==> src/hw/asp_pkg.sv <==
// Package: register map, field layouts and constants of the serial control block
package asp_pkg;

	// ==========================================================
	// Register indices (byte address is four times the index)
	localparam logic [7:0] IDX_CTRL_A = 8'h13;
	localparam logic [7:0] IDX_CTRL_B = 8'h14;
	localparam logic [7:0] IDX_STATUS = 8'h15;
	localparam logic [7:0] IDX_DATA   = 8'h16;
	localparam logic [7:0] IDX_BAUD   = 8'h17;

	// ==========================================================
	// Reset values
	localparam logic [7:0]  CTRL_A_RST   = 8'h00;
	localparam logic [7:0]  CTRL_B_RST   = 8'h00;
	localparam logic [15:0] BAUD_DIV_DEF = 16'h00a2;

	// ==========================================================
	// Status bit positions
	localparam int ST_TX_EMPTY = 0;
	localparam int ST_TX_DONE  = 1;
	localparam int ST_RX_FULL  = 2;
	localparam int ST_IDLE     = 3;
	localparam int ST_OVERRUN  = 4;
	localparam int ST_FRAMING  = 5;
	localparam int ST_PARITY   = 6;
	localparam int ST_BREAK    = 7;

	// ==========================================================
	// Frame lengths in bit times, start and stop included
	localparam logic [3:0] FRAME_LEN_8 = 4'ha;
	localparam logic [3:0] FRAME_LEN_9 = 4'hb;

	// ==========================================================
	// Field layouts, bit 7 first
	typedef struct packed {
		logic loopback_select;
		logic module_enable;
		logic tx_polarity_invert;
		logic char_nine;
		logic wake_addr_mark;
		logic idle_count_start_sel;
		logic parity_on;
		logic parity_odd_sel;
	} asp_ctrl_a_type;

	typedef struct packed {
		logic tx_empty_irq_en;
		logic tx_done_irq_en;
		logic rx_full_irq_en;
		logic idle_irq_en;
		logic tx_on;
		logic rx_on;
		logic rx_standby;
		logic send_brk;
	} asp_ctrl_b_type;

	typedef enum logic {TX_IDLE, TX_SHIFT} asp_tx_state_type;
	typedef enum logic {RX_IDLE, RX_FRAME} asp_rx_state_type;

endpackage

==> src/hw/asp_serial_ctrl.sv <==
// Async serial port with its two control registers behind an AHB-Lite slave
//
// The implementer's own choice: the AHB-Lite interface to the registers.
`timescale 1ns/1ps
// Functional notes
// - Enabled port forces receive pin as input
// - Loopback routes transmitter output into receiver
// - Module enable runs port; clearing sets tx flags
// - Polarity invert flips every transmitted level
// - Character length bit selects nine or eight
// - Wakeup bit selects address mark or idle
// - Idle count starts after stop or start
// - Parity bit occupies character's most significant bit
// - Parity select: odd when set, even clear
// - One start, one stop; ten or eleven
// - Tx empty/done enables gate transmitter interrupt
// - Rx full/idle enables gate receiver interrupt
// - Tx enable rising sends all-ones preamble first
// - Tx disable finishes current character, then idles
// - Tx off-then-on mid character queues idle character
// - Rx disable stops receiver, keeps its flags
// - Standby suppresses rx interrupts; wakeup clears it
// - Break then release sends one trailing one
// - Held break sends breaks back to back
// - Break before preamble replaces the preamble
// - Ten or eleven consecutive ones mean idle
module asp_serial_ctrl
	import asp_pkg::*;
#(
	parameter logic [15:0] BAUD_DIV_RST = BAUD_DIV_DEF
)(
	input  wire logic        core_clk_i,
	input  wire logic        resetn_i,
	input  wire logic        hsel_i,
	input  wire logic [31:0] haddr_i,
	input  wire logic [1:0]  htrans_i,
	input  wire logic        hwrite_i,
	input  wire logic [2:0]  hsize_i,
	input  wire logic [31:0] hwdata_i,
	input  wire logic        hready_i,
	output logic      [31:0] hrdata_o,
	output logic             hreadyout_o,
	output logic             hresp_o,
	output logic             tx_pin_o,
	output logic             tx_pin_oe_o,
	input  wire logic        rx_pin_i,
	input  wire logic        port_dir_bit1_i,
	input  wire logic        port_out1_i,
	output logic             rx_pin_o,
	output logic             rx_pin_oe_o,
	output logic             tx_irq_o,
	output logic             rx_irq_o
);

	// ==========================================================
	// Declarations
	asp_ctrl_a_type   ca_q;
	asp_ctrl_b_type   cb_q;
	asp_tx_state_type tx_st_q;
	asp_rx_state_type rx_st_q;
	logic [15:0] baud_q;
	logic [8:0]  tdata_q;
	logic [8:0]  rdata_q;
	logic [7:0]  stat_q;
	logic [31:0] hrdata_q;
	logic        wr_q;
	logic [7:0]  widx_q;
	logic        clr_arm_q;
	logic [15:0] tx_bcnt_q;
	logic [15:0] rx_bcnt_q;
	logic [10:0] tx_sh_q;
	logic [3:0]  tx_left_q;
	logic        tx_brk_q;
	logic        pre_pend_q;
	logic        txon_prev_q;
	logic        tx_pin_q;
	logic        rx_s1_q;
	logic        rx_s2_q;
	logic [10:0] rx_sh_q;
	logic [3:0]  rx_left_q;
	logic [3:0]  ones_q;
	logic        armed_q;
	logic        tx_irq_q;
	logic        rx_irq_q;

	logic        en;
	logic        acc;
	logic [7:0]  aidx;
	logic        stat_rd;
	logic        data_rd;
	logic        data_wr;
	logic        rx_clr;
	logic [3:0]  flen;
	logic        tx_tick;
	logic        rx_tick;
	logic        tx_raw;
	logic        tx_last;
	logic        ld_go;
	logic        ld_data;
	logic        ld_brk;
	logic        ld_pre;
	logic [10:0] ld_sh;
	logic [3:0]  ld_left;
	logic        pbit;
	logic [8:0]  word9;
	logic [10:0] frame;
	logic        rx_en;
	logic        rx_line;
	logic [3:0]  rx_pos;
	logic        rx_done;
	logic [8:0]  rx_word;
	logic        rx_msb;
	logic        rx_perr;
	logic        rx_isbrk;
	logic        rx_keep;
	logic        rx_wake;
	logic        idle_hit;

	assign en   = ca_q.module_enable;
	assign flen = ca_q.char_nine ? FRAME_LEN_9 : FRAME_LEN_8;

	// ==========================================================
	// AHB-Lite slave: zero wait states, always OKAY
	assign acc         = hsel_i & htrans_i[1] & hready_i;
	assign aidx        = haddr_i[9:2];
	assign stat_rd     = acc & ~hwrite_i & (aidx == IDX_STATUS);
	assign data_rd     = acc & ~hwrite_i & (aidx == IDX_DATA);
	assign data_wr     = wr_q & (widx_q == IDX_DATA);
	assign rx_clr      = data_rd & clr_arm_q;
	assign hreadyout_o = 1'b1;
	assign hresp_o     = 1'b0;
	assign hrdata_o    = hrdata_q;

	always_ff @(posedge core_clk_i or negedge resetn_i)
	begin
		if (!resetn_i)
		begin
			wr_q   <= 1'b0;
			widx_q <= 8'h00;
		end
		else
		begin
			wr_q   <= acc & hwrite_i;
			widx_q <= aidx;
		end
	end

	// Read data is captured in the address phase so side effects line up with it
	always_ff @(posedge core_clk_i or negedge resetn_i)
	begin
		if (!resetn_i)
			hrdata_q <= 32'h0000_0000;
		else if (acc & ~hwrite_i)
		begin
			case (aidx)
				IDX_CTRL_A: hrdata_q <= {24'h00_0000, ca_q};
				IDX_CTRL_B: hrdata_q <= {24'h00_0000, cb_q};
				IDX_STATUS: hrdata_q <= {24'h00_0000, stat_q};
				IDX_DATA:   hrdata_q <= {23'h00_0000, rdata_q};
				IDX_BAUD:   hrdata_q <= {16'h0000, baud_q};
				default:    hrdata_q <= 32'h0000_0000;
			endcase
		end
	end

	// Status read arms the clear; the following data read completes it
	always_ff @(posedge core_clk_i or negedge resetn_i)
	begin
		if (!resetn_i)
			clr_arm_q <= 1'b0;
		else if (stat_rd)
			clr_arm_q <= |stat_q[ST_BREAK:ST_RX_FULL];
		else if (data_rd)
			clr_arm_q <= 1'b0;
	end

	// ==========================================================
	// Control registers
	always_ff @(posedge core_clk_i or negedge resetn_i)
	begin
		if (!resetn_i)
		begin
			ca_q    <= CTRL_A_RST;
			baud_q  <= BAUD_DIV_RST;
			tdata_q <= 9'h000;
		end
		else if (wr_q)
		begin
			if (widx_q == IDX_CTRL_A)
				ca_q <= hwdata_i[7:0];
			if (widx_q == IDX_BAUD)
				baud_q <= hwdata_i[15:0];
			if (widx_q == IDX_DATA)
				tdata_q <= hwdata_i[8:0];
		end
	end

	// Software write wins over a wakeup that lands in the same cycle
	always_ff @(posedge core_clk_i or negedge resetn_i)
	begin
		if (!resetn_i)
			cb_q <= CTRL_B_RST;
		else if (wr_q && widx_q == IDX_CTRL_B)
			cb_q <= hwdata_i[7:0];
		else if (rx_wake)
			cb_q.rx_standby <= 1'b0;
	end

	// ==========================================================
	// Pins
	assign tx_pin_o    = tx_pin_q;
	assign tx_pin_oe_o = en;
	assign rx_pin_o    = port_out1_i;
	assign rx_pin_oe_o = en ? 1'b0 : port_dir_bit1_i;

	always_ff @(posedge core_clk_i or negedge resetn_i)
	begin
		if (!resetn_i)
		begin
			rx_s1_q  <= 1'b1;
			rx_s2_q  <= 1'b1;
			tx_pin_q <= 1'b1;
		end
		else
		begin
			rx_s1_q  <= rx_pin_i;
			rx_s2_q  <= rx_s1_q;
			tx_pin_q <= tx_raw ^ ca_q.tx_polarity_invert;
		end
	end

	// ==========================================================
	// Bit-time generators, both stopped while the port is off
	assign tx_tick = en & (tx_bcnt_q == 16'h0000);
	assign rx_tick = rx_en & (rx_bcnt_q == 16'h0000);

	always_ff @(posedge core_clk_i or negedge resetn_i)
	begin
		if (!resetn_i)
			tx_bcnt_q <= 16'h0000;
		else if (!en || tx_bcnt_q == 16'h0000)
			tx_bcnt_q <= baud_q;
		else
			tx_bcnt_q <= tx_bcnt_q - 16'h0001;
	end

	// ==========================================================
	// Transmit frame assembly
	assign pbit = (ca_q.char_nine ? ^tdata_q[7:0] : ^tdata_q[6:0])
		^ ca_q.parity_odd_sel;

	always_comb
	begin
		if (ca_q.parity_on)
			word9 = ca_q.char_nine ? {pbit, tdata_q[7:0]}
				: {1'b0, pbit, tdata_q[6:0]};
		else
			word9 = ca_q.char_nine ? tdata_q : {1'b0, tdata_q[7:0]};
		frame = ca_q.char_nine ? {1'b1, word9, 1'b0}
			: {2'b11, word9[7:0], 1'b0};
	end

	// ==========================================================
	// Transmit source selection, evaluated when idle or on a frame's last bit
	assign tx_last = (tx_st_q == TX_SHIFT) & (tx_left_q == 4'h1);
	assign tx_raw  = (tx_st_q == TX_SHIFT) ? tx_sh_q[0] : 1'b1;

	always_comb
	begin
		ld_go   = 1'b0;
		ld_data = 1'b0;
		ld_brk  = 1'b0;
		ld_pre  = 1'b0;
		ld_sh   = 11'h7ff;
		ld_left = flen;
		if (tx_tick && (tx_st_q == TX_IDLE || tx_last))
		begin
			if (tx_brk_q && tx_last && !cb_q.send_brk)
			begin
				ld_go   = 1'b1;
				ld_left = 4'h1;
			end
			else if (cb_q.send_brk && cb_q.tx_on)
			begin
				ld_go  = 1'b1;
				ld_brk = 1'b1;
				ld_sh  = 11'h000;
			end
			else if (pre_pend_q)
			begin
				ld_go  = 1'b1;
				ld_pre = 1'b1;
			end
			else if (!stat_q[ST_TX_EMPTY] && cb_q.tx_on)
			begin
				ld_go   = 1'b1;
				ld_data = 1'b1;
				ld_sh   = frame;
			end
		end
	end

	always_ff @(posedge core_clk_i or negedge resetn_i)
	begin
		if (!resetn_i)
		begin
			tx_st_q   <= TX_IDLE;
			tx_sh_q   <= 11'h7ff;
			tx_left_q <= 4'h0;
			tx_brk_q  <= 1'b0;
		end
		else if (!en)
		begin
			tx_st_q  <= TX_IDLE;
			tx_brk_q <= 1'b0;
		end
		else if (ld_go)
		begin
			tx_st_q   <= TX_SHIFT;
			tx_sh_q   <= ld_sh;
			tx_left_q <= ld_left;
			tx_brk_q  <= ld_brk;
		end
		else if (tx_tick)
		begin
			case (tx_st_q)
				TX_SHIFT:
				begin
					tx_sh_q   <= {1'b1, tx_sh_q[10:1]};
					tx_left_q <= tx_left_q - 4'h1;
					if (tx_last)
					begin
						tx_st_q  <= TX_IDLE;
						tx_brk_q <= 1'b0;
					end
				end
				default: tx_st_q <= TX_IDLE;
			endcase
		end
	end

	// Preamble request on each rising edge of the transmitter enable while the port is enabled
	always_ff @(posedge core_clk_i or negedge resetn_i)
	begin
		if (!resetn_i)
		begin
			pre_pend_q  <= 1'b0;
			txon_prev_q <= 1'b0;
		end
		else
		begin
			txon_prev_q <= cb_q.tx_on;
			if (en && cb_q.tx_on && !txon_prev_q)
				pre_pend_q <= 1'b1;
			else if (!en || ld_pre || ld_brk)
				pre_pend_q <= 1'b0;
		end
	end

	// ==========================================================
	// Receiver
	assign rx_en   = en & cb_q.rx_on;
	assign rx_line = ca_q.loopback_select ? tx_raw : rx_s2_q;
	assign rx_pos  = flen - rx_left_q;
	assign rx_done = rx_tick & (rx_st_q == RX_FRAME) & (rx_left_q == 4'h1) & ~rx_sh_q[0];
	assign rx_word = ca_q.char_nine ? rx_sh_q[9:1] : {rx_sh_q[8], rx_sh_q[8:1]};
	assign rx_msb  = ca_q.char_nine ? rx_sh_q[9] : rx_sh_q[8];
	assign rx_perr = ca_q.parity_on & (((ca_q.char_nine ? ^rx_sh_q[9:1] : ^rx_sh_q[8:1]))
		!= ca_q.parity_odd_sel);
	assign rx_isbrk = ~rx_line & ~(ca_q.char_nine ? |rx_sh_q[9:0] : |rx_sh_q[8:0]);
	// Standby drops characters unless an address mark wakes it
	assign rx_keep  = ~cb_q.rx_standby | (ca_q.wake_addr_mark & rx_msb);
	assign idle_hit = rx_tick & rx_line & (ones_q == flen - 4'h1);
	assign rx_wake  = cb_q.rx_standby & ((rx_done & ca_q.wake_addr_mark & rx_msb)
		| (idle_hit & ~ca_q.wake_addr_mark));

	always_ff @(posedge core_clk_i or negedge resetn_i)
	begin
		if (!resetn_i)
		begin
			rx_st_q   <= RX_IDLE;
			rx_bcnt_q <= 16'h0000;
			rx_left_q <= 4'h0;
			rx_sh_q   <= 11'h000;
		end
		else if (!rx_en)
		begin
			rx_st_q   <= RX_IDLE;
			rx_bcnt_q <= baud_q;
		end
		else
		begin
			rx_bcnt_q <= rx_tick ? baud_q : rx_bcnt_q - 16'h0001;
			case (rx_st_q)
				RX_IDLE:
					if (!rx_line)
					begin
						// Half a bit time lands samples mid-bit
						rx_st_q   <= RX_FRAME;
						rx_bcnt_q <= {1'b0, baud_q[15:1]};
						rx_left_q <= flen;
					end
				RX_FRAME:
					if (rx_tick)
					begin
						rx_sh_q[rx_pos] <= rx_line;
						rx_left_q       <= rx_left_q - 4'h1;
						if ((rx_left_q == flen && rx_line) || rx_left_q == 4'h1)
							rx_st_q <= RX_IDLE;
					end
				default: rx_st_q <= RX_IDLE;
			endcase
		end
	end

	// Consecutive ones; with count-after-stop the frame itself never counts
	always_ff @(posedge core_clk_i or negedge resetn_i)
	begin
		if (!resetn_i)
			ones_q <= 4'h0;
		else if (!rx_en)
			ones_q <= 4'h0;
		else if (rx_tick)
		begin
			if (!rx_line || (ca_q.idle_count_start_sel && rx_st_q == RX_FRAME))
				ones_q <= 4'h0;
			else if (ones_q != flen)
				ones_q <= ones_q + 4'h1;
		end
	end

	// ==========================================================
	// Status flags; hardware set wins over the software clear
	always_ff @(posedge core_clk_i or negedge resetn_i)
	begin
		if (!resetn_i)
		begin
			stat_q  <= 8'h03;
			rdata_q <= 9'h000;
			armed_q <= 1'b0;
		end
		else
		begin
			if (!en || ld_data)
				stat_q[ST_TX_EMPTY] <= 1'b1;
			else if (data_wr)
				stat_q[ST_TX_EMPTY] <= 1'b0;
			stat_q[ST_TX_DONE] <= ~en | (stat_q[ST_TX_EMPTY] & ~data_wr
				& (tx_st_q == TX_IDLE) & ~ld_go & ~pre_pend_q);
			if (rx_done && rx_keep)
			begin
				if (stat_q[ST_RX_FULL] && !rx_clr)
					stat_q[ST_OVERRUN] <= 1'b1;
				else
				begin
					rdata_q             <= rx_isbrk ? 9'h000 : rx_word;
					stat_q[ST_RX_FULL]  <= 1'b1;
					stat_q[ST_FRAMING]  <= ~rx_line;
					stat_q[ST_PARITY]   <= rx_perr;
					stat_q[ST_BREAK]    <= rx_isbrk;
					stat_q[ST_OVERRUN]  <= 1'b0;
				end
				armed_q <= 1'b1;
			end
			else if (rx_clr)
			begin
				stat_q[ST_RX_FULL] <= 1'b0;
				stat_q[ST_OVERRUN] <= 1'b0;
				stat_q[ST_FRAMING] <= 1'b0;
				stat_q[ST_PARITY]  <= 1'b0;
				stat_q[ST_BREAK]   <= 1'b0;
			end
			if (idle_hit && armed_q && !cb_q.rx_standby)
			begin
				stat_q[ST_IDLE] <= 1'b1;
				armed_q         <= 1'b0;
			end
			else if (rx_clr)
				stat_q[ST_IDLE] <= 1'b0;
			if (!rx_en)
				armed_q <= 1'b0;
		end
	end

	// ==========================================================
	// Interrupt requests
	always_ff @(posedge core_clk_i or negedge resetn_i)
	begin
		if (!resetn_i)
		begin
			tx_irq_q <= 1'b0;
			rx_irq_q <= 1'b0;
		end
		else
		begin
			tx_irq_q <= en & ((stat_q[ST_TX_EMPTY] & cb_q.tx_empty_irq_en)
				| (stat_q[ST_TX_DONE] & cb_q.tx_done_irq_en));
			rx_irq_q <= ~cb_q.rx_standby & ((stat_q[ST_RX_FULL] & cb_q.rx_full_irq_en)
				| (stat_q[ST_IDLE] & cb_q.idle_irq_en));
		end
	end

	assign tx_irq_o = tx_irq_q;
	assign rx_irq_o = rx_irq_q;

endmodule // asp_serial_ctrl

==> config.mk <==
export PLATFORM = sky130hd
export DESIGN_NAME = asp_serial_ctrl
export DESIGN_NICKNAME = d
export VERILOG_FILES = /design/src/hw/asp_pkg.sv /design/src/hw/asp_serial_ctrl.sv
export SDC_FILE = /design/constraint.sdc
export NUM_CORES = 1
export LEC_CHECK = 0
export BUFFER_PORTS_ARGS = -buffer_cell sky130_fd_sc_hd__buf_2
export CAP_MARGIN = 5
export CORE_ASPECT_RATIO = 0.7
export CORE_MARGIN = 4
export CORE_UTILIZATION = 43
export CTS_CLUSTER_DIAMETER = 40
export CTS_CLUSTER_SIZE = 14
export DETAILED_ROUTE_END_ITERATION = 8
export HOLD_SLACK_MARGIN = 0.03
export SYNTH_ARGS = -nofsm -noshare
export SYNTH_HDL_FRONTEND = slang
export SYNTH_SLANG_ARGS = --single-unit
==> constraint.sdc <==
create_clock -name core_clk_i -period 6.61 [get_ports core_clk_i]
set_clock_uncertainty 0.1 [all_clocks]
set_input_delay 0.3305 -clock core_clk_i [delete_from_list [all_inputs] [get_ports core_clk_i]]
set_output_delay 0.3305 -clock core_clk_i [all_outputs]
set_load 0.01 [all_outputs]
Word level (Yosys, flattened, before mapping):

Cells that the tools add are included.

* ROM bits: 0
* input bits: 77
* memories kept: 0
* output and inout port bits: 40
* bits in latches: 0
* register bits after elaboration: 177
* RAM bits: 0
* logic and storage cells: 282

* multipliers: 0
* magnitude comparators: 2
* muxes and demuxes: 93
* equality and inequality tests: 24
* shifts and indexed selects: 0
* divide/modulo/power cells: 0
* add/subtract/negate cells: 7
* reduce and logical (&&, ||, !) cells: 56
* bitwise logic cells: 54

Operators with widths (count)
* 16-bit two-way mux: 5
* 16-bit case mux with 5 select lines: 1
* 8-bit by 5-bit == test with 1-bit output (second input constant): 9
* 11-bit two-way mux: 6
* 1-bit two-way mux: 55
* 4-bit two-way mux: 13
* 9-bit two-way mux: 5
* 1-bit AND: 34
* 16-bit logical NOT: 2
* 16-bit by 1-bit subtractor with 16-bit output (second input constant): 2
* 10-bit two-way mux: 3
* 2-bit nonzero test: 8
* 8-bit XOR reduction: 2
* 1-bit logical AND: 15
* 3-bit by 1-bit != test with 1-bit output (second input constant): 5
* 1-bit NOT: 13
* 2-bit AND reduction: 6
* 3-bit AND reduction: 4
* 4-bit by 1-bit subtractor with 4-bit output (second input constant): 3
* 11-bit bitwise mux: 1
* 10-bit OR reduction: 1
* 9-bit OR reduction: 1
* 9-bit XOR reduction: 1
* 4-bit by 1-bit == test with 1-bit output (second input constant): 2
* other kinds (19): 39

Depth between registers and ports, before layout:

Gate-level depths: netlist of run 1.

* word-level depth: 12
* gate-level depth with buffers: 10
* depth with buffers taken out: 9

Worst setup path before layout of run 1:

No wires, ideal clock.

* path kind: register to register
* start: reg rx_left_q[1]
* end: reg rdata_q[5]
* data arrival time: 2.371 ns
* path slack: 4.014 ns
* period minus slack after synthesis: 2.596 ns
* path buffers: 2
* stages on the path, launching flop included: 10
* library setup time: 0.125 ns
* required time: 6.385 ns
* cell sequence: dfrtp_1 inv_1 ha_1 or4b_2 nor3_1 and4b_4 a21bo_1 buf_6 buf_6 mux2_4

* longest elaborated chain between the ends: 5

RTL lines
* from (decl): line asp_serial_ctrl.sv:80 `logic [3:0] rx_left_q;`
* from (signal assigned): line asp_serial_ctrl.sv:401 `rx_left_q <= flen;`
* from (signal assigned): line asp_serial_ctrl.sv:407 `rx_left_q <= rx_left_q - 4'h1;`
* 4-bit by 1-bit == test with 1-bit output: line asp_serial_ctrl.sv:365 `assign rx_done = rx_tick & (rx_st_q == RX_FRAME) & (rx_left_q == 4'h1) & ~rx_sh_q[0];`
* 1-bit AND (2 in a row): line asp_serial_ctrl.sv:365
* 1-bit logical AND: line asp_serial_ctrl.sv:450 `if (rx_done && rx_keep)`
* 2-bit AND reduction (no source line)
* to (signal assigned): line asp_serial_ctrl.sv:456 `rdata_q <= rx_isbrk ? 9'h000 : rx_word;`
* to (decl): line asp_serial_ctrl.sv:63 `logic [8:0] rdata_q;`

Every way passes these cells.
A chain may end at the register's enable or synchronous reset.

Final worst setup path of run 1:

* start: in haddr_i[7]
* end: reg rdata_q[7]

* longest elaborated chain between the ends: 7

RTL lines
* from (decl): line asp_serial_ctrl.sv:35 `input wire logic [31:0] haddr_i,`
* 8-bit by 5-bit == test with 1-bit output: line asp_serial_ctrl.sv:127 `assign data_rd = acc & ~hwrite_i & (aidx == IDX_DATA);`
* 1-bit AND: line asp_serial_ctrl.sv:127
* 1-bit AND: line asp_serial_ctrl.sv:129 `assign rx_clr = data_rd & clr_arm_q;`
* 1-bit logical NOT: line asp_serial_ctrl.sv:452 `if (stat_q[ST_RX_FULL] && !rx_clr)`
* 1-bit logical AND: line asp_serial_ctrl.sv:452
* 1-bit NOT (no source line)
* 2-bit AND reduction (no source line)

Every way passes these cells.

==> results.txt, run 1 <==
- Run status: complete, no violations
- In the routed design, unresolved DRC markers number 0.
- I/O pin total: 117
- For this block, the initial DRC count from the detailed router was 445.
- At the end of routability-driven placement, the weighted congestion stood at 0.8559.
- After global routing the overflow that remains totals 0.
- Setup repair after global routing missed its margin: no
- Distinct cell type count of the synthesized netlist: 65
* Post-route fraction of the period consumed by the critical path: 52.18%
- Sequential cell area fraction in the yosys report: 49.67%
* CTS Hold Bufs: 15
- Detailed-router iteration count before antenna repair: 7
* Data required, critical path: 6.82 ns
- Antenna Cells: 0
* Hpwl dp: 14,460 um
- Number of sinks on the clock net: 160
- Rows: 41
- Post-synth top flop: dfrtp_1
- Max VDD drop: 0.1379 mV
- The final layout contains routed wiring with a total length of 20,470 um.
* Nature of the critical path endpoint: register
- TritonCTS built the clock tree.
* Number of cells produced by synthesis: 791
- The final hold violation count came to 0.
- Number of clock buffers inserted by TritonCTS: 17
- Cell Count Post-Placement: 1,043
- The detail route stage leaves a number of antenna-violating nets equal to 0.
* Yosys Warn Count: 0
* Clock period minus worst slack: 3.449 ns
- Ranked by instance count, the synthesized netlist is headed by 141 x dfrtp_1, 89 x nand2_1, 65 x o21ai_0.
- Clock Latency Late Sink: 0.43 ns
- Setup TNS: 0 ns
- The tightest min-delay check is of the input port to register type.
- Wire length of the first global-routing pass: 32,520 um
* Maximum number of pins on one net before global-route repair: 83
- Max-cap violations: 0
- The largest total area in the synthesized netlist belongs to dfrtp_1.
- The critical path contains buffers and inverters numbering 2 combined.
- Die area: 21,150 um^2
* Number of H-tree branching levels: 4
- Detailed routing inserted a total of 6,190 vias.
* Finished Layout Cells: 1,090
* Number of setup violations in the final report: 0
- In this run the worst path has a maximum fanout of 15.
* Number of enable flip-flop cells after synthesis: 0
* Total GRT Usage: 19.82%
- Post-detailed-route via-to-cell ratio: 5.679
- At the pin with the least slew margin, the transition time is 0.9962 ns.
- Critical path launch point type: input port
* Crit-path max cell delay: 0.72 ns
- The design draws 2.271 mW.
* Drt wl/cell: 18.78 um
- Maximum achievable frequency: 0.2899 GHz
- Layout cell share with drive strength beyond 1: 21.08%
- The cell family contributing the most delay on the critical path is simple AND/OR/NAND/NOR gates.
- Count leader, synth: dfrtp_1
- Walking the worst path, the cells encountered are dlygate4sd3_1, buf_2, or4b_1, nor3b_2, nand4_1, a21bo_1, mux2_4.
- Synthesized area: 8109 um^2
- The die is 122.9 um tall.
- Among all stages on the critical path, the largest delay is contributed by nor3b_2.
- The die is 172.1 um wide.
- In this run the mean area of a mapped cell was 10.25 um^2.
* Top cell type's share of synthesized area: 43.51%
- The net count of the finished layout is 929.
- The initial utilization of the core area, before any placement, comes to 44.40%.
- Worst slew slack as a fraction of its limit: 33.58%
- After clock tree synthesis, the setup repair step added 0 buffers.
- Compared with the post-synthesis result, the final layout area differs by 14.41%.
* Core Util, Final: 50.80%
- Number of buffers on the longest clock path: 2
- CTS clk-pin slew, worst paths: 0.07 ns
- Hold is met by 0.04374 ns.
- The tree is rooted in a clkbuf_16.
- In this run the power density over the cells is 244.8 nW/um^2.
- Area contributors post-synth: dfrtp_1 44%, mux2_2 7.9%, dfstp_2 6.2%
- Worst EP arrival: 3.66 ns
- Buffers placed on the I/O ports in this run total 52.
- Number of antenna violations at the first check in global routing: 0
- Counting flops with an async set or reset pin after synthesis yields a share of 100.0%.
- Count of state elements after synthesis: 160
- For this design the static power due to leakage is 4.345 nW.
- Gates resized during post-CTS repair numbered 0.
- The final-report max-slew violation count came to 0.
- The setup path with the least slack is of type input port to register.
* Number of global-route vias before repair: 5,992
* Area inside the core boundary: 18,260 um^2
==> path summary, 6_finish.rpt <==
| path | start | end | depth (start not counted) | slack [ns] |
|---|---|---|---|---|
| setup / recovery | haddr_i[7] | rdata_q[7] | 7 | 3.16 |
| hold / removal | hwdata_i[10] | baud_q[10] | 2 | 0.04 |
| setup reg to reg | tx_bcnt_q[0] | tx_left_q[3] | 8 | 3.57 |
| hold reg to reg | rx_s1_q | rx_s2_q | 0 | 0.26 |
| max in group asynchronous | resetn_i | rx_bcnt_q[12] | 3 | 4.51 |
| min in group asynchronous | resetn_i | tx_left_q[3] | 2 | 0.39 |
==> per-layer routing <==
metal  GRT usage, %  share of wire [%]  vias to the layer above
met2          28.56                 43                      190
met5              0                  0                        -
met1          30.53                 50                     3088
li1               -                  -                     2885
met3          3.675                5.2                       27
met4          5.646                1.3                        0
==> state kept, by name, summed over array words and instances, names as in the netlist, 4 cells and up <==
name       count
baud_q        16
hrdata_o      16
rx_bcnt_q     16
tx_bcnt_q     16
tx_sh_q       11
rx_sh_q       10
rdata_q        9
tdata_q        9
cb_q           8
stat_q         8
widx_q         8
ca_q           7
ones_q         4
rx_left_q      4
tx_left_q      4
==> power breakdown <==
| part | internal, mW | leakage (nW) | switching, mW |
|---|---|---|---|
| combinational | 0.0551 | 1.94 | 0.0907 |
| clock | 0.688 | 0.319 | 0.421 |
| sequential | 1.00 | 2.08 | 0.0171 |
| total | 1.74 | 4.34 | 0.529 |
==> cell families after synthesis <==
group | after synthesis | synth area share [%]
compound gates | 171 | 13.02
simple gates | 253 | 15.82
buf+inv | 78 | 4.799
mux | 71 | 10.04
other cells | 2 | 0.09261
fa+ha+maj | 11 | 1.697
xor+xnor | 45 | 4.860
flops | 160 | 49.67
==> cells in the final DEF (no fill, tap or decap), drive strengths merged, types with 12 or more instances in the layout <==
cell type and n:
xor2 14, inv 25, nor4 12, a21oi 33, nor2 46, conb 18, nor3 14, clkbuf 18
nand2 89, o21ai 65, dlygate4sd3 15, mux2 61, xnor2 31, dfrtp 141, o22ai 17, dfstp 19
buf 58, nand3 24
==> area by class of cell <==
type	instances	area, um^2
Fill cell	1600	8985
Sequential cell	160	4028
Multi-Input combinational cell	569	3752
Timing Repair Buffer	73	461.7
Clock buffer	18	439.2
Tap cell	236	295.3
Clock inverter	14	226.5
Inverter	20	75.07
==> metrics by stage <==
stage / instance area, um^2 / setup WS [ns]
after global placement: 8462 / 3.379
after floorplan: 8169 / 4.014
after global routing: 9278 / 3.006
after detailed placement: 8462 / 3.333
after CTS: 9278 / 3.233
final: 9278 / 3.161
Power figures use the tool's default switching activity.
==> run 2: changes to the inputs <==
--- a/config.mk
+++ b/config.mk
@@ -14,6 +14,7 @@
 export CTS_CLUSTER_SIZE = 14
 export DETAILED_ROUTE_END_ITERATION = 8
 export HOLD_SLACK_MARGIN = 0.03
+export PLACE_DENSITY = 0.65
 export SYNTH_ARGS = -nofsm -noshare
 export SYNTH_HDL_FRONTEND = slang
 export SYNTH_SLANG_ARGS = --single-unit
==> constraint.sdc (replaced) <==
create_clock -name core_clk_i -period 3 [get_ports core_clk_i]
set_clock_uncertainty 0.1 [all_clocks]
set_input_delay 0.15 -clock core_clk_i [delete_from_list [all_inputs] [get_ports core_clk_i]]
set_output_delay 0.15 -clock core_clk_i [all_outputs]
set_load 0.01 [all_outputs]
==> run 2 against run 1 <==
Effect of this change:
- non-clock buffer count increased by 30
- final cell count increased by 2.8%
- critical path depth unchanged
- sequential power increased by 120%
- worst hold slack improved by 0.023 ns
- wire length decreased by 1.7%
- clock power increased by 100%
==> results.txt, run 2 (same netlist as run 1, synthesis figures left out) <==
* Data required, critical path: 3.22 ns (was 6.82 ns)
- Critical path cell sequence: inv_1, ha_1, or4b_2, nor3_1, and4b_4, a21bo_1, mux2_4 (was dlygate4sd3_1, buf_2, or4b_1, nor3b_2, nand4_1, a21bo_1, mux2_4).
* Area inside the core boundary: 18,260 um^2 (unchanged)
* Number of port buffers: 52 (unchanged)
- Number of setup violations in the final report: 0 (unchanged)
* Drt wl/cell: 17.97 um (was 18.78 um)
- Pwr Density: 507.6 nW/um^2 (was 244.8 nW/um^2)
* Sequential group share of total power: 46.5% (was 44.8%)
- Hpwl dp: 13,990 um (was 14,460 um)
* Detailed-router iteration count before antenna repair: 5 (was 7)
- The path type of the worst setup path is register to register (was input port to register).
* CTS Hold Bufs: 28 (was 15)
- Worst EP arrival: 3.07 ns (was 3.66 ns)
* # nets final: 959 (was 929)
- The wire length reported by the detailed router came to 20,130 um (was 20,470 um).
- The vertical extent of the die is 122.9 um (unchanged).
* Clk Tree Root Cell: clkbuf_16 (unchanged)
- Antenna Cells: 0 (unchanged)
- The count of max-cap constraint violations came to 0 (unchanged).
* Cell type group with the largest total delay on the critical path: simple AND/OR/NAND/NOR gates (unchanged)
- Number of clock buffers inserted by TritonCTS: 17 (unchanged)
- Post-route fraction of the period consumed by the critical path: 94.88%
* Internal power summed over all cells: 3.616 mW (was 1.743 mW)
* Switching power summed over all nets: 1.195 mW (was 0.5289 mW)
- Most used cells in the layout excluding fill and tap cells: 141 x dfrtp_1, 89 x nand2_1, 65 x o21ai_0 (unchanged).
* Run status: complete, no violations (unchanged)
- Crit-path max cell delay: 0.62 ns (was 0.72 ns)
- The total buffers and inverters traversed by the critical path came to 1 (was 2).
* Fraction of met2 tracks used by global routing: 27.37% (was 28.56%)
* Maximum number of pins on one net before global-route repair: 79 (was 83)
- The routability congestion estimate is 0.8227 (was 0.8559).
- The global-route total usage across every layer was 19.92% (was 19.82%).
- Max VDD drop: 0.3897 mV (was 0.1379 mV)
- Number of H-tree branching levels: 4 (unchanged)
* Layout cell share with drive strength beyond 1: 22.06% (was 21.08%)
* Critical path launch point type: register (was input port)
* Synthesis-to-layout area growth: 16.90% (was 14.41%)
* Clock period minus worst slack: 2.846 ns
* Number of sinks on the clock net: 160 (unchanged)
* Number of DRC violations after detailed-routing iteration 0: 739 (was 445)
* Logic pwr share: 7.2% (was 6.4%)
- Rows: 41 (unchanged)
* Highest net fanout along the worst path: 15 (unchanged)
- Die area: 21,150 um^2 (unchanged)
* Clock Latency Late Sink: 0.43 ns (about the same)
- The kind of path behind the tightest hold check is input port to async pin (was input port to register).
* Setup TNS: 0 ns (unchanged)
- Number of routed nets with antenna violations: 0 (unchanged)
* Most utilized layer in the global route result: met1 (unchanged)
- The setup fix buffers added after clock tree synthesis is 0 (unchanged).
* Final Total Pwr: 4.811 mW (was 2.271 mW)
- Setup repair after global routing missed its margin: no (unchanged).
- The total DRC errors in the routed layout came to 0 (unchanged).
- Commonest non-fill, non-tap cell in the layout: dfrtp_1 (unchanged)
- Effective utilization at floorplan: 44.40% (unchanged)
- The number of global-route vias before repair is 5,868 (was 5,992).
- GRT overflow: 0 (unchanged)
- The actual slew at the worst max-slew pin was 0.9647 ns (was 0.9962 ns).
* I/O pin total: 117 (unchanged)
* Total number of vias: 6,223 (was 6,190)
- Standard cell with the maximum stage delay on the critical path: or4b_2 (was nor3b_2)
* Clock tree from TritonCTS: done (unchanged)
- The fraction of met3 tracks used by global routing came to 4.698% (was 3.675%).
- The worst-case headroom to the max-slew limit is 35.19% (was 33.58%).
* Maximum achievable frequency: 0.3513 GHz
* Number of buffers on the longest clock path: 2 (unchanged)
* Final Hold Viols: 0 (unchanged)
- The part of the power in the clock network was 46.3% (was 48.8%).
- Area of all placed cells without fillers: 9479 um^2 (was 9278 um^2)
- Met1 capacity usage during global routing: 31.36% (was 30.53%)
- The initial antenna violation count was 0 (unchanged).
- Overall die width: 172.1 um (unchanged)
- The placed standard-cell area is 8602 um^2 (was 8462 um^2).
* Post-detailed-route via-to-cell ratio: 5.556 (was 5.679)
* Nature of the critical path endpoint: register (unchanged)
* Count of instances resized after the clock tree is built: 0 (unchanged)
- The leakage dissipation was 4.460 nW (was 4.345 nW).
- Wire length of the first global-routing pass: 32,440 um (was 32,520 um)
- The switching part of the total power is 24.83% (was 23.29%).
- The register clock-pin slew on the reported worst setup and hold paths is 0.07 ns (about the same).
- The final-report max-slew violation count is 0 (unchanged).
## run 2: layout make-up
type / count / area [um^2]
Fill cell: 1662 / 8783
Sequential cell: 160 / 4028
Multi-Input combinational cell: 569 / 3752
Timing Repair Buffer: 103 / 732.0
Clock buffer: 20 / 446.7
Tap cell: 236 / 295.3
Clock inverter: 12 / 150.1
Inverter: 20 / 75.07
## run 2: worst register-to-register path, cell delays in order, from the launching register on
cell,delay [ns]
dfrtp_1,0.43
inv_1,0.13
ha_1,0.18
or4b_2,0.62
nor3_1,0.17
and4b_4,0.29
a21bo_1,0.43
mux2_4,0.39
## run 2: worst paths after layout
kind,start,end,slack [ns],depth (start not counted)
max,rx_left_q[1],rdata_q[7],0.15,7
max reg2reg,rx_left_q[1],rdata_q[7],0.15,7
min,resetn_i,tdata_q[4],0.07,2
max in group asynchronous,resetn_i,rdata_q[0],1.75,3
min in group core_clk_i,port_out1_i,rx_pin_o,0.20,0
min reg2reg,rx_s1_q,rx_s2_q,0.25,0
## run 2: per-stage QoR
| step | cells | setup WS [ns] | hold WS, ns | utilization [%] |
|---|---|---|---|---|
| global route | 1120 | 0.04549 | 0.1028 | 51.90 |
| detailed placement | 1060 | 0.2007 | -0.03615 | 47.10 |
| floorplan | 807 | 0.4039 | -0.2456 | - |
| global placement | 1060 | 0.2553 | -0.02879 | 47.10 |
| CTS | 1120 | 0.1703 | 0.07285 | 51.90 |
| finish | 1120 | 0.1537 | 0.06690 | 51.90 |
## run 2: layer usage
layer,share of wire [%],up-vias
li1,-,2949
met1,50,3053
met2,41,199
met3,6.9,22
met4,1.2,0
met5,0,-
## run 2: power groups by stage
stage | sequential [mW] | combinational, mW | clock [mW]
6_report | 2.24 | 0.346 | 2.23
5_1_grt | 2.24 | 0.390 | 2.36
4_1_cts | 2.24 | 0.346 | 2.26
3_5_place_dp | 2.28 | 0.314 | 0
3_3_place_gp | 2.27 | 0.310 | 0
2_1_floorplan | 2.27 | 0.207 | 0
==> run 3: changes to the inputs <==
--- a/config.mk
+++ b/config.mk
@@ -9,12 +9,12 @@
 export CAP_MARGIN = 5
 export CORE_ASPECT_RATIO = 0.7
 export CORE_MARGIN = 4
-export CORE_UTILIZATION = 43
+export CORE_UTILIZATION = 45
 export CTS_CLUSTER_DIAMETER = 40
 export CTS_CLUSTER_SIZE = 14
 export DETAILED_ROUTE_END_ITERATION = 8
 export HOLD_SLACK_MARGIN = 0.03
-export PLACE_DENSITY = 0.65
+export PLACE_DENSITY = 0.68
 export SYNTH_ARGS = -nofsm -noshare
 export SYNTH_HDL_FRONTEND = slang
 export SYNTH_SLANG_ARGS = --single-unit
==> run 3 against run 2 <==
Effect of this change:
- via count about the same
- flip-flop and latch count did not move
- total power shrank 0.26%
- utilization rose by 2.5 points
- sequential share of layout area hardly changed
- largest power group unchanged
==> results.txt, run 3 (same netlist as run 1, synthesis figures left out) <==
- Finished Layout Cells: 1,116 (was 1,120)
- Critical path launch point type: register (unchanged)
- The via density per instance is 5.580 (was 5.556).
- The worst-case headroom to the max-slew limit is 47.71% (was 35.19%).
- The delay contributed by the slowest stage of the critical path came to 0.63 ns (was 0.62 ns).
* Origin of the worst min-delay path: htrans_i[1]
- Maximum achievable frequency: 0.3515 GHz (was 0.3513 GHz)
* Number of post-CTS setup repair buffers: 0 (unchanged)
* Antenna Cells: 0 (unchanged)
- The average detailed-routed wire length per instance came to 17.70 um (was 17.97 um).
* Number of clock buffers inserted by TritonCTS: 17 (unchanged)
- Worst reg2reg startpoint: rx_left_q[1] (unchanged)
* Critical path buffers and inverters: 1 (unchanged)
* Number of antenna violations at the first check in global routing: 0 (unchanged)
- Count of instances resized after the clock tree is built: 0 (unchanged)
* Total GRT Usage: 20.21% (was 19.92%)
- Setup repair after global routing missed its margin: no (unchanged).
- Run status: complete, no violations (unchanged).
- Final Total Pwr: 4.799 mW (was 4.811 mW)
* Number of buffers on the longest clock path: 2 (unchanged)
* CTS clk-pin slew, worst paths: 0.06 ns (was 0.07 ns)
- Setup TNS: 0 ns (unchanged)
* Storage element area: 4028 um^2 (unchanged)
- Standard cell with the maximum stage delay on the critical path: or4b_2 (unchanged)
- Max VDD drop: 0.4512 mV (was 0.3897 mV)
- Minimum setup slack after placement: 0.1766 ns (was 0.2007 ns)
* Nature of the critical path endpoint: register (unchanged)
- Data required, critical path: 3.21 ns (was 3.22 ns)
- Number of routed nets with antenna violations: 0 (unchanged)
* Highest net fanout along the worst path: 15 (unchanged)
- The flop-to-flop setup slack came to 0.16 ns (was 0.15 ns).
- GRT overflow: 0 (unchanged)
- The gate family responsible for the most delay along the worst path was simple AND/OR/NAND/NOR gates (unchanged).
- Number of fillers in the final layout: 1,531 (was 1,662)
- Clk Tree Root Cell: clkbuf_16 (unchanged)
- The wire length of the first global-routing pass is 32,420 um (was 32,440 um).
* Area of all placed cells without fillers: 9477 um^2 (was 9479 um^2)
- The actual slew at the worst max-slew pin is 0.7843 ns (was 0.9647 ns).
- The x dimension of the die was 168.4 um (was 172.1 um).
- The count of max-cap constraint violations was 0 (unchanged).
* Cell area after placement: 8591 um^2 (was 8602 um^2)
- Rows: 40 (was 41)
* Final setup margin: 0.1551 ns (was 0.1537 ns)
* Maximum number of pins on one net before global-route repair: 85 (was 79)
- Hold WC Path Type: input port to register (was input port to async pin)
- The number of detailed-routing iterations run before antenna repair is 5 (unchanged).
- Hpwl dp: 14,020 um (was 13,990 um)
- The part of the cycle the worst path needs is 94.83% (was 94.88%).
- The time the final worst path needs with I/O delays and setup was 2.845 ns (was 2.846 ns).
* Type of the worst setup path: register to register (unchanged)
- Worst min-delay path endpoint: hrdata_o[11]
- Final routed wirelength across all metal layers: 19,750 um (was 20,130 um)
- The leakage dissipation came to 4.466 nW (was 4.460 nW).
- Clock Latency Late Sink: 0.43 ns (about the same)
- Worst EP arrival: 3.05 ns (was 3.07 ns)
- Layout cell share with drive strength beyond 1: 22.26% (was 22.06%)
- The synthesis-to-finish area growth was 16.86% (was 16.90%).
- The instance count after placement with tap cells included was 1,056 (was 1,060).
- Critical path cell sequence: inv_1, ha_1, or4b_2, nor3_1, and4b_4, a21bo_1, mux2_4 (unchanged)
- The number of cells on the worst reg-to-reg path is 7 (unchanged).
- The final hold violation count was 0 (unchanged).
- The DRC marker count from the first detailed-route iteration came to 792 (was 739).
* Die area: 20,270 um^2 (was 21,150 um^2)
- The vertical extent of the die came to 120.3 um (was 122.9 um).
* Number of sinks on the clock net: 160 (unchanged)
- The vias after detailed routing is 6,227 (was 6,223).
- The total power density per cell area was 506.4 nW/um^2 (was 507.6 nW/um^2).
- The area of the core is 17,420 um^2 (was 18,260 um^2).
- Final weighted congestion in routability-driven placement: 0.8733 (was 0.8227)
- The number of global-route vias before repair is 5,978 (was 5,868).
- The post-route worst hold slack came to 0.1962 ns (was 0.06690 ns).
- The total DRC errors in the routed layout came to 0 (unchanged).
- Multi-input gate area in the final layout: 3752 um^2 (unchanged)
- Number of H-tree branching levels: 4 (unchanged)
- Number of cells on the worst hold path: 6
- # nets final: 960 (was 959)
- I/O pin total: 117 (unchanged)
- Number of port buffers: 52 (unchanged)
- The effective utilization at floorplan came to 46.56% (was 44.40%).
- Core Util, Final: 54.41% (was 51.90%)
- Most used cells in the layout excluding fill and tap cells: 141 x dfrtp_1, 89 x nand2_1, 65 x o21ai_0 (unchanged).
- Worst r2r dst: rdata_q[8] (was rdata_q[7])
- The number of failing setup endpoints in the final timing report is 0 (unchanged).
- Commonest non-fill, non-tap cell in the layout: dfrtp_1 (unchanged)
* Total count of max-transition violations in the final report: 0 (unchanged)
- Clock tree from TritonCTS: done (unchanged)
## run 3: cell types whose count changed in the layout (fill, tap and decap cells not counted), sizes merged
cell,delta
buf,+1
inv,-2
clkbuf,+2
## run 3: worst max-delay path by stage
stage,from,endpoint,slack [ns],cells past startpoint
6_report,rx_left_q[1],rdata_q[8],0.16,7
5_1_grt,rx_left_q[1],rdata_q[8],0.05,7
3_5_place_dp,rx_left_q[1],rdata_q[8],0.18,7
4_1_cts,rx_left_q[1],rdata_q[8],0.18,7
2_1_floorplan,rx_left_q[1],rdata_q[5],0.40,9
3_3_place_gp,rx_left_q[1],rdata_q[5],0.25,7
## run 3: final cells by class
| type | count | share of cell area [%] |
|---|---|---|
| flip-flops and latches | 160 | 42.50 |
| multi-input cells | 569 | 39.60 |
| repair buffers | 104 | 7.671 |
| clock buffers | 22 | 5.110 |
| well taps | 231 | 3.050 |
| clock inverters | 10 | 1.281 |
| inverters | 20 | 0.7922 |
## run 3: power by group
group | internal, mW | leakage (nW) | total [mW] | switching (mW)
Clock | 1.32 | 0.298 | 2.22 | 0.895
Sequential | 2.20 | 2.08 | 2.24 | 0.0344
Combinational | 0.140 | 2.09 | 0.342 | 0.201
## run 3: tightest hold or removal path, stage by stage
cell and delay (ns):
buf_2 0.10, nand3_1 0.09, nor2_1 0.05, buf_4 0.16, nand3_1 0.08, nand2_1 0.05
## run 3: what timing repair did
| item | 4_1_cts | 5_1_grt |
|---|---|---|
| hold buffers | 28 | 0 |
| hold endpoints to repair | 127 | 0 |
| endpoints found under the setup margin | 0 | 0 |
## run 3: routing by layer
layer | global-route usage, % | part of all wire (%)
met3 | 4.804 | 7.0
met1 | 32.61 | 52
met2 | 27.08 | 40
met5 | 0 | 0
met4 | 4.460 | 1.0
